$ cat src/core/ffir_pkg.sv
// Shared constants and carrier types for the floppy FIFO, input-sense and rate-control block
package ffir_pkg;

  // Bus geometry
  localparam int DATA_W = 8;
  localparam int ADDR_W = 12;
  localparam int IDX_W = 10;
  localparam int IDX_LSB = 2;

  // Register indices; byte address is four times the index
  localparam logic [IDX_W-1:0] IDX_CFG = 10'h3f0;
  localparam logic [IDX_W-1:0] IDX_STATUS = 10'h3f4;
  localparam logic [IDX_W-1:0] IDX_DATA = 10'h3f5;
  localparam logic [IDX_W-1:0] IDX_SENSE = 10'h3f7;

  // Data-rate codes
  localparam logic [1:0] RATE_500K = 2'h0;
  localparam logic [1:0] RATE_300K = 2'h1;
  localparam logic [1:0] RATE_250K = 2'h2;
  localparam logic [1:0] RATE_1M = 2'h3;
  localparam logic [1:0] RATE_RST = RATE_250K;
  localparam logic DENSITY_RST = 1'b1;

  // Status register fields
  localparam int STS_PERMIT = 7;
  localparam int STS_DIR = 6;
  localparam int STS_EXEC = 5;
  localparam int STS_BUSY = 4;
  localparam int STS_OVR = 3;
  localparam int STS_FIFO_EN = 2;

  // Input-sense and rate-control fields
  localparam int SNS_CHG = 7;
  localparam int SNS_PRECOMP = 2;
  localparam int RATE_LSB = 0;
  localparam logic [3:0] SNS_ONES = 4'hf;
  localparam logic [2:0] SNS_ZEROS = 3'h0;
  localparam logic [6:0] SNS_AT_LOW = 7'h00;
  localparam logic [7:0] LANES_ALL = 8'hff;
  localparam logic [7:0] LANES_AT = 8'h80;

  // Force media-change field in the configuration register
  localparam int FRC_VAL = 0;
  localparam int FRC_EN = 1;

  // Register personalities
  typedef enum logic [1:0] {
    PERS_AT = 2'h0,
    PERS_SECOND = 2'h1,
    PERS_THIRD = 2'h2
  } ffir_pers_t;

  // Controller phase, Gray ordered along the command sequence
  typedef enum logic [1:0] {
    PH_IDLE = 2'b00,
    PH_CMD = 2'b01,
    PH_EXEC = 2'b11,
    PH_RESULT = 2'b10
  } ffir_phase_t;

  // Byte traffic from the command engine
  typedef struct packed {
    logic push;
    logic take;
    logic [DATA_W-1:0] data;
  } ffir_eng_in_t;

  // Configure command outcome
  typedef struct packed {
    logic load;
    logic fifo_en;
    logic [3:0] thresh;
  } ffir_cfg_t;

endpackage

$ cat src/core/ffir_regs.sv
// Data FIFO, input-sense and rate-control registers behind an APB slave
//
// The implementer's own choice: register access over APB.
`timescale 1ns/10ps
module ffir_regs #(
  parameter int DEPTH = 16
) (
  // Clock, reset and enable
  input wire logic clock_i,
  input wire logic rstn_i,
  input wire logic ce_i,
  // APB slave
  input wire logic psel_i,
  input wire logic penable_i,
  input wire logic pwrite_i,
  input wire logic [ffir_pkg::ADDR_W-1:0] paddr_i,
  input wire logic [31:0] pwdata_i,
  input wire logic [3:0] pstrb_i,
  output logic [31:0] prdata_o,
  output logic pready_o,
  output logic pslverr_o,
  output logic [7:0] lane_drive_o,
  // Personality strap
  input wire logic [1:0] personality_i,
  // Command engine side
  input wire ffir_pkg::ffir_phase_t phase_i,
  input wire logic exec_read_i,
  input wire ffir_pkg::ffir_eng_in_t eng_i,
  input wire ffir_pkg::ffir_cfg_t cfg_i,
  input wire logic soft_reset_i,
  input wire logic dma_gate_enable_i,
  output logic [ffir_pkg::DATA_W-1:0] eng_data_o,
  output logic eng_avail_o,
  output logic eng_space_o,
  output logic svc_req_o,
  output logic terminate_o,
  // Transfer status
  output logic host_transfer_permit_o,
  output logic transfer_direction_o,
  // Drive cable and rate
  input wire logic media_changed_i,
  output logic density_select_pin_o,
  output logic [1:0] rate_code_o
);

  localparam int PTR_W = $clog2(DEPTH);
  localparam int CNT_W = $clog2(DEPTH + 1);
  localparam logic [CNT_W-1:0] CNT_ONE = CNT_W'(1);
  localparam logic [CNT_W-1:0] CNT_FULL = CNT_W'(DEPTH);

  // Elaboration check on FIFO depth
  if (DEPTH < 2 || (DEPTH & (DEPTH - 1)) != 0 || DEPTH > 16)
  begin : g_depth_bad
    $error("ffir_regs: DEPTH must be a power of two from 2 to 16");
  end

  // Synchroniser stages for pins
  logic chg_s1;
  logic chg_s2;
  logic [1:0] pers_s1;
  logic [1:0] pers_s2;

  // APB handshake
  logic acc;
  logic ack_q;
  logic done;
  logic [ffir_pkg::IDX_W-1:0] idx;
  logic is_cfg;
  logic is_status;
  logic is_data;
  logic is_sense;
  logic mapped;
  logic refused;
  logic [7:0] rd_val;
  logic [7:0] lanes_val;

  // FIFO storage and state
  logic [ffir_pkg::DATA_W-1:0] mem [DEPTH];
  logic [PTR_W-1:0] wr_ptr;
  logic [PTR_W-1:0] rd_ptr;
  logic [CNT_W-1:0] count;
  logic [CNT_W-1:0] cap;
  logic [CNT_W-1:0] thresh_bytes;
  logic full;
  logic empty;
  logic push;
  logic pop;
  logic clear;
  logic [ffir_pkg::DATA_W-1:0] push_data;
  logic host_wr;
  logic host_rd;
  logic dir;
  logic permit;
  logic in_exec;
  ffir_pkg::ffir_phase_t phase_q;

  // Control registers
  logic fifo_en;
  logic [3:0] thresh;
  logic [1:0] rate;
  logic precomp_off_shadow;
  logic density;
  logic [1:0] force_media_change_field;
  logic ovr_flag;
  logic xrun;
  logic rate_wr;
  logic ccr_wr;
  logic dsr_wr;
  logic media_changed;
  logic low_density_flag;

  // Two-stage synchronisers for cable pin and personality strap
  always_ff @(posedge clock_i or negedge rstn_i)
  begin
    if (!rstn_i)
    begin
      chg_s1 <= 1'b0;
      chg_s2 <= 1'b0;
      pers_s1 <= 2'h0;
      pers_s2 <= 2'h0;
    end
    else if (ce_i)
    begin
      chg_s1 <= media_changed_i;
      chg_s2 <= chg_s1;
      pers_s1 <= personality_i;
      pers_s2 <= pers_s1;
    end
  end

  // Access phase gets one wait state; commit happens with pready
  assign acc = psel_i & penable_i & ce_i;
  assign done = acc & ack_q;
  assign pready_o = done;
  assign idx = paddr_i[ffir_pkg::ADDR_W-1:ffir_pkg::IDX_LSB];

  always_ff @(posedge clock_i or negedge rstn_i)
  begin
    if (!rstn_i)
    begin
      ack_q <= 1'b0;
    end
    else if (ce_i)
    begin
      ack_q <= acc & ~ack_q;
    end
  end

  // Address decode
  always_comb
  begin
    is_cfg = 1'b0;
    is_status = 1'b0;
    is_data = 1'b0;
    is_sense = 1'b0;
    if (idx == ffir_pkg::IDX_CFG)
    begin
      is_cfg = 1'b1;
    end
    else if (idx == ffir_pkg::IDX_STATUS)
    begin
      is_status = 1'b1;
    end
    else if (idx == ffir_pkg::IDX_DATA)
    begin
      is_data = 1'b1;
    end
    else if (idx == ffir_pkg::IDX_SENSE)
    begin
      is_sense = 1'b1;
    end
  end

  assign mapped = is_cfg | is_status | is_data | is_sense;

  // Data access out of turn is refused with an error answer
  assign refused = is_data & (~permit | (pwrite_i == dir));
  assign pslverr_o = done & (~mapped | refused);

  // Transfer direction and permission
  assign in_exec = (phase_i == ffir_pkg::PH_EXEC);
  always_comb
  begin
    case (phase_i)
      ffir_pkg::PH_EXEC: dir = exec_read_i;
      ffir_pkg::PH_RESULT: dir = 1'b1;
      default: dir = 1'b0;
    endcase
  end

  assign full = (count >= cap);
  assign empty = (count == '0);
  assign permit = dir ? ~empty : ~full;
  assign host_transfer_permit_o = permit;
  assign transfer_direction_o = dir;

  // Single byte outside execution or with FIFO off
  assign cap = (in_exec && fifo_en) ? CNT_FULL : CNT_ONE;
  assign thresh_bytes = fifo_en ? (CNT_W'(thresh) + CNT_ONE) : CNT_ONE;

  // Host and engine share the FIFO, the side chosen by direction
  assign host_wr = done & is_data & pwrite_i & pstrb_i[0] & permit & ~dir;
  assign host_rd = done & is_data & ~pwrite_i & permit & dir;
  assign push = dir ? (eng_i.push & ~full) : host_wr;
  assign pop = dir ? host_rd : (eng_i.take & ~empty);
  assign push_data = dir ? eng_i.data : pwdata_i[ffir_pkg::DATA_W-1:0];

  // Empty on execution entry and on soft reset
  assign clear = (in_exec & (phase_q != ffir_pkg::PH_EXEC)) | soft_reset_i;

  // Overrun: engine push when full; underrun: engine take when empty
  assign xrun = in_exec & ((dir & eng_i.push & full) | (~dir & eng_i.take & empty));

  always_ff @(posedge clock_i or negedge rstn_i)
  begin
    if (!rstn_i)
    begin
      phase_q <= ffir_pkg::PH_IDLE;
    end
    else if (ce_i)
    begin
      phase_q <= phase_i;
    end
  end

  // FIFO storage
  always_ff @(posedge clock_i)
  begin
    if (ce_i && push && !clear)
    begin
      mem[wr_ptr] <= push_data;
    end
  end

  // FIFO pointers and level
  always_ff @(posedge clock_i or negedge rstn_i)
  begin
    if (!rstn_i)
    begin
      wr_ptr <= '0;
      rd_ptr <= '0;
      count <= '0;
    end
    else if (ce_i)
    begin
      if (clear || xrun)
      begin
        wr_ptr <= '0;
        rd_ptr <= '0;
        count <= '0;
      end
      else
      begin
        if (push)
        begin
          wr_ptr <= wr_ptr + PTR_W'(1);
        end
        if (pop)
        begin
          rd_ptr <= rd_ptr + PTR_W'(1);
        end
        if (push && !pop)
        begin
          count <= count + CNT_ONE;
        end
        else if (pop && !push)
        begin
          count <= count - CNT_ONE;
        end
      end
    end
  end

  // Engine view of the FIFO
  assign eng_data_o = mem[rd_ptr];
  assign eng_avail_o = ~dir & ~empty;
  assign eng_space_o = dir & ~full;

  // Service request at threshold during execution
  assign svc_req_o = in_exec & (dir ? (count >= thresh_bytes)
                                    : ((cap - count) >= thresh_bytes));

  // Terminate pulse towards the command engine
  always_ff @(posedge clock_i or negedge rstn_i)
  begin
    if (!rstn_i)
    begin
      terminate_o <= 1'b0;
    end
    else if (ce_i)
    begin
      terminate_o <= xrun;
    end
  end

  // Sticky overrun flag, set wins over write-one clear
  always_ff @(posedge clock_i or negedge rstn_i)
  begin
    if (!rstn_i)
    begin
      ovr_flag <= 1'b0;
    end
    else if (ce_i)
    begin
      if (xrun)
      begin
        ovr_flag <= 1'b1;
      end
      else if (done && is_status && pwrite_i && pstrb_i[0] && pwdata_i[ffir_pkg::STS_OVR])
      begin
        ovr_flag <= 1'b0;
      end
    end
  end

  // FIFO mode, threshold control
  always_ff @(posedge clock_i or negedge rstn_i)
  begin
    if (!rstn_i)
    begin
      fifo_en <= 1'b0;
      thresh <= 4'h0;
    end
    else if (ce_i)
    begin
      if (soft_reset_i)
      begin
        fifo_en <= 1'b0;
      end
      else if (cfg_i.load)
      begin
        fifo_en <= cfg_i.fifo_en;
        thresh <= cfg_i.thresh;
      end
    end
  end

  // Rate writes from either rate register
  assign ccr_wr = done & is_sense & pwrite_i & pstrb_i[0];
  assign dsr_wr = done & is_status & pwrite_i & pstrb_i[0];
  assign rate_wr = ccr_wr | dsr_wr;

  // Rate code: hardware reset only, soft reset leaves it
  always_ff @(posedge clock_i or negedge rstn_i)
  begin
    if (!rstn_i)
    begin
      rate <= ffir_pkg::RATE_RST;
    end
    else if (ce_i && rate_wr)
    begin
      rate <= pwdata_i[ffir_pkg::RATE_LSB +: 2];
    end
  end

  assign rate_code_o = rate;
  assign low_density_flag = (rate == ffir_pkg::RATE_250K) || (rate == ffir_pkg::RATE_300K);

  // Precompensation-off shadow, kept in the third layout only
  always_ff @(posedge clock_i or negedge rstn_i)
  begin
    if (!rstn_i)
    begin
      precomp_off_shadow <= 1'b0;
    end
    else if (ce_i && ccr_wr && pers_s2 == ffir_pkg::PERS_THIRD)
    begin
      precomp_off_shadow <= pwdata_i[ffir_pkg::SNS_PRECOMP];
    end
  end

  // Density select pin follows the latest rate write
  always_ff @(posedge clock_i or negedge rstn_i)
  begin
    if (!rstn_i)
    begin
      density <= ffir_pkg::DENSITY_RST;
    end
    else if (ce_i && rate_wr)
    begin
      density <= (pwdata_i[ffir_pkg::RATE_LSB +: 2] == ffir_pkg::RATE_500K)
        || (pwdata_i[ffir_pkg::RATE_LSB +: 2] == ffir_pkg::RATE_1M);
    end
  end

  assign density_select_pin_o = density;

  // Force media-change field
  always_ff @(posedge clock_i or negedge rstn_i)
  begin
    if (!rstn_i)
    begin
      force_media_change_field <= 2'h0;
    end
    else if (ce_i && done && is_cfg && pwrite_i && pstrb_i[0])
    begin
      force_media_change_field <= pwdata_i[1:0];
    end
  end

  assign media_changed = force_media_change_field[ffir_pkg::FRC_EN]
    ? force_media_change_field[ffir_pkg::FRC_VAL] : ~chg_s2;

  // Read value and driven lanes per register and personality
  always_comb
  begin
    rd_val = 8'h00;
    lanes_val = ffir_pkg::LANES_ALL;
    if (is_sense)
    begin
      case (pers_s2)
        ffir_pkg::PERS_SECOND:
          rd_val = {media_changed, ffir_pkg::SNS_ONES, rate, low_density_flag};
        ffir_pkg::PERS_THIRD:
          rd_val = {media_changed, ffir_pkg::SNS_ZEROS, dma_gate_enable_i,
                    precomp_off_shadow, rate};
        default:
        begin
          rd_val = {media_changed, ffir_pkg::SNS_AT_LOW};
          lanes_val = ffir_pkg::LANES_AT;
        end
      endcase
    end
    else if (is_status)
    begin
      rd_val[ffir_pkg::STS_PERMIT] = permit;
      rd_val[ffir_pkg::STS_DIR] = dir;
      rd_val[ffir_pkg::STS_EXEC] = in_exec;
      rd_val[ffir_pkg::STS_BUSY] = (phase_i != ffir_pkg::PH_IDLE);
      rd_val[ffir_pkg::STS_OVR] = ovr_flag;
      rd_val[ffir_pkg::STS_FIFO_EN] = fifo_en;
    end
    else if (is_data)
    begin
      rd_val = mem[rd_ptr];
    end
    else if (is_cfg)
    begin
      rd_val = {6'h00, force_media_change_field};
    end
  end

  // Read data captured in the first access cycle
  always_ff @(posedge clock_i or negedge rstn_i)
  begin
    if (!rstn_i)
    begin
      prdata_o <= 32'h0000_0000;
      lane_drive_o <= ffir_pkg::LANES_ALL;
    end
    else if (ce_i && acc && !ack_q && !pwrite_i)
    begin
      prdata_o <= {24'h00_0000, rd_val};
      lane_drive_o <= lanes_val;
    end
  end

endmodule

$ cat config.mk
export PLATFORM = sky130hd
export DESIGN_NAME = ffir_regs
export DESIGN_NICKNAME = d
export VERILOG_FILES = /design/src/core/ffir_pkg.sv /design/src/core/ffir_regs.sv
export SDC_FILE = /design/constraint.sdc
export NUM_CORES = 1
export LEC_CHECK = 0
export BUFFER_PORTS_ARGS = -buffer_cell sky130_fd_sc_hd__buf_2
export CORE_AREA = 5 5 115 226
export CTS_CLUSTER_SIZE = 20
export DETAILED_ROUTE_END_ITERATION = 6
export DIE_AREA = 0 0 120 231
export REMOVE_ABC_BUFFERS = 1
export SYNTH_ARGS = -nofsm -noshare
export SYNTH_HDL_FRONTEND = slang
export SYNTH_SLANG_ARGS = --single-unit
$ cat constraint.sdc
create_clock -name clock_i -period 5.9 [get_ports clock_i]
set_input_delay 0.59 -clock clock_i [delete_from_list [all_inputs] [get_ports clock_i]]
set_output_delay 0.59 -clock clock_i [all_outputs]
set_load 0.02 [all_outputs]
==> flow_summary.yaml <==
status:
  status: "finished, final reports clean"
critical_path:
  ff2ff_path_depth: 13
  worstReg2RegEnd: "count[4]$_DFFE_PN0P_"
  cp-end-kind: "output pin"
  crit_fanout: 20
  cp.required_ns: 5.31
  path_class: "reg2out"
  start_kind: "flip-flop"
  r2r-start: "fifo_en$_DFFE_PN0P_"
  reg2reg_slack_ns: 2.39
  cp.arrival_ns: 3.22
drt:
  drc_errors: 0
  dr.pass1.iters: 5
  routed_wl_um: 19400
  avgViaCountPerCell: 5.26
  num_vias: 5329
  drt_iter0_drc: 425
  detail_route.wl_per_cell_um: 19.1
  drtAntennaViolNets: 0
clock_network:
  post-cts-setup-buffer-count: 0
  clock-sinks: 172
  ctsResizeCount: 0
  cts_max_level: 4
  clk_latency_ns: 0.43
  cts_root_buf: "clkbuf_16"
  clk_pin_slew_worst_paths_ns: 0.07
  cts_made_buffers: 17
  postCtsHoldBufs: 0
  cts_tree: "yes"
  cts_buffer_depth: 2
logic_synthesis:
  synth_seq_area_share_pct: 59.5
  ys_warn_count: 0
  synth-edff-count: 128
  async_flop_share_pct: 25.6
  synth_top_area_share_pct: 46.3
  yosysTopAreaCell: "edfxtp_1"
  synth.area.top_cells: "edfxtp_1 46%, dfrtp_1 12%, mux4_2 4.3%, mux2i_1 4.1%, ha_1 3.8%"
  postSynthCellCount: 634
  syn_avg_cell_area_um2: 13.1
  ys.flop_type: "edfxtp_1"
  synth_area_um2: 8310
  synthDistinctLibCells: 64
  ys_seq_elements: 172
final_layout:
  layout.nets: 815
  fin_util_pct: 39.2
  n_fill_cell: 2291
  syn_to_final_growth_pct: 14.2
  layout-drive-gt1-share_pct: 24.2
  n_antenna_cell: 0
timing:
  slew_headroom_pct: 16.5
  skew_ns: 0.0164
  slew_viol_final: 0
  fin_setup_tns_ns: 0
  period_needed_ns: 3.81
  post-route-period-util_pct: 64.6
  clock.fmax_mhz: 262
  worst_pin_slew_ns: 1.25
  rsz0062_at_grt: "no"
  whs_ns: 0.360
  setup_slack_ns: 2.09
  setup_violations: 0
  final_hold_viol_count: 0
global_route:
  grt_overflow: 0
  grt_pass1_vias: 5308
  grt_pass1_wl_um: 30000
  grt.total_usage_pct: 14.2
  antenna_found_initial: 0
  grt_max_degree: 45
floorplanning:
  die_w_um: 120
  die-area_um2: 27700
  fp.coreArea_um2: 24200
  initial_core_util_pct: 34.3
  io_pins: 137
  fp.dieH_um: 231
  rows: 81
power:
  peakVddDrop_uv: 262
  p_leak_nw: 3.51
  powerDensity_nw_per_um2: 355
flow_run:
  drv_cap: 0
placement:
  gp_congestion: 0.836
  dp_hpwl_um: 13800
  portBuffers: 82
  post-place-ws_ns: 1.91
worst_hold_path:
  holdCritPathClass: "in2async"
## sequential cells by signal, indices dropped and copies added, names as in the netlist
signal                    count
prdata_o                      8
density_select_pin_o          1
rd_ptr                        4
chg_s1                        1
ack_q                         1
force_media_change_field      2
fifo_en                       1
mem                         128
phase_q                       2
ovr_flag                      1
lane_drive_o                  1
pers_s1                       2
precomp_off_shadow            1
pers_s2                       2
chg_s2                        1
rate_code_o                   2
terminate_o                   1
thresh                        4
wr_ptr                        4
count                         5
## cell usage in the layout, fill, tap and decap left out, drive strengths merged, types with 7 or more instances in the layout
master	instances
conb	25
nand2	69
clkbuf	18
nor2	29
a31oi	12
dfrtp	41
xnor2	7
o21ai	17
nor3	13
nor4	7
ha	25
nand3	21
edfxtp	128
a22oi	11
inv	30
a221oi	20
mux2	16
mux4	16
buf	94
a21oi	13
mux2i	34
## layer usage
layer | vias to the layer above | track usage (%) | wire [um]
met1 | 2666 | 18.3 | 8410
met5 | - | 0 | 0
met2 | 129 | 24.1 | 9850
met3 | 16 | 2.57 | 766
met4 | 0 | 4.70 | 345
li1 | 2518 | - | -
## power by group
group          internal [W]  switching (W)  leakage [nW]
registers           0.00136      0.0000801          1.71
clock network      0.000572       0.000527         0.286
logic              0.000345       0.000484          1.52
total               0.00228        0.00109          3.51
## per-stage QoR
step,cell area (um2),total power (W),instances
after detailed placement,8900,0.00230,982
after global placement,8900,0.00227,982
after global routing,9490,0.00355,1014
after CTS,9490,0.00340,1014
final,9490,0.00337,1014
after floorplan,8030,0.00205,598
## worst max-delay path by stage
stage	start	end	slack [ns]	depth (start not counted)
2_1_floorplan	exec_read_i	count[4]$_DFFE_PN0P_	2.45	13
3_3_place_gp	ce_i	count[4]$_DFFE_PN0P_	1.96	14
3_5_place_dp	ce_i	count[4]$_DFFE_PN0P_	1.91	14
4_1_cts	rd_ptr[1]$_DFFE_PN0P_	eng_data_o[4]	2.08	5
5_1_grt	rd_ptr[1]$_DFFE_PN0P_	eng_data_o[4]	1.85	5
6_report	rd_ptr[1]$_DFFE_PN0P_	eng_data_o[7]	2.09	5
## worst max-delay path, cell delays in order (launching register included)
cell and delay, ns:
dfrtp_1 0.72, nor2b_1 1.11, a221oi_1 0.33, a22oi_1 0.26, nand2_1 0.17, buf_2 0.20
## cells in the mapped netlist, types with 4 or more instances
master and number:
buf_4 31, nand2b_1 4, mux2_2 16, clkbuf_1 17, nand2_1 69, a221oi_1 20, nor3_1 11, buf_2 8
a22oi_1 11, dfrtp_1 41, nor2_1 29, inv_1 21, nand4_1 4, mux4_2 16, xnor2_1 7, o22ai_1 5
a21oi_1 13, nand3_1 21, nor4_1 4, ha_1 25, a21o_1 6, mux2i_1 34, o21ai_0 17, edfxtp_1 128
a31oi_1 12
## kinds of logic after synthesis
| family | synth area share, % |
|---|---|
| adder cells (fa/ha/maj) | 4.00 |
| multiplexers | 10.6 |
| other | 0.0904 |
| AO/OA/AOI/OAI | 9.61 |
| AND/OR/NAND/NOR | 9.70 |
| flip-flops | 59.5 |
| buffers and inverters | 5.40 |
| XOR/XNOR | 1.05 |
## final cells by class
class,count,area [um2],area share [%]
Clock inverter,14,164,1.73
Clock buffer,18,429,4.52
Timing Repair Buffer,94,500,5.27
Tap cell,290,363,3.82
Multi-Input combinational cell,403,3000,31.6
Inverter,23,86.3,0.910
Sequential cell,172,4950,52.1
Power figures use the tool's default switching activity.
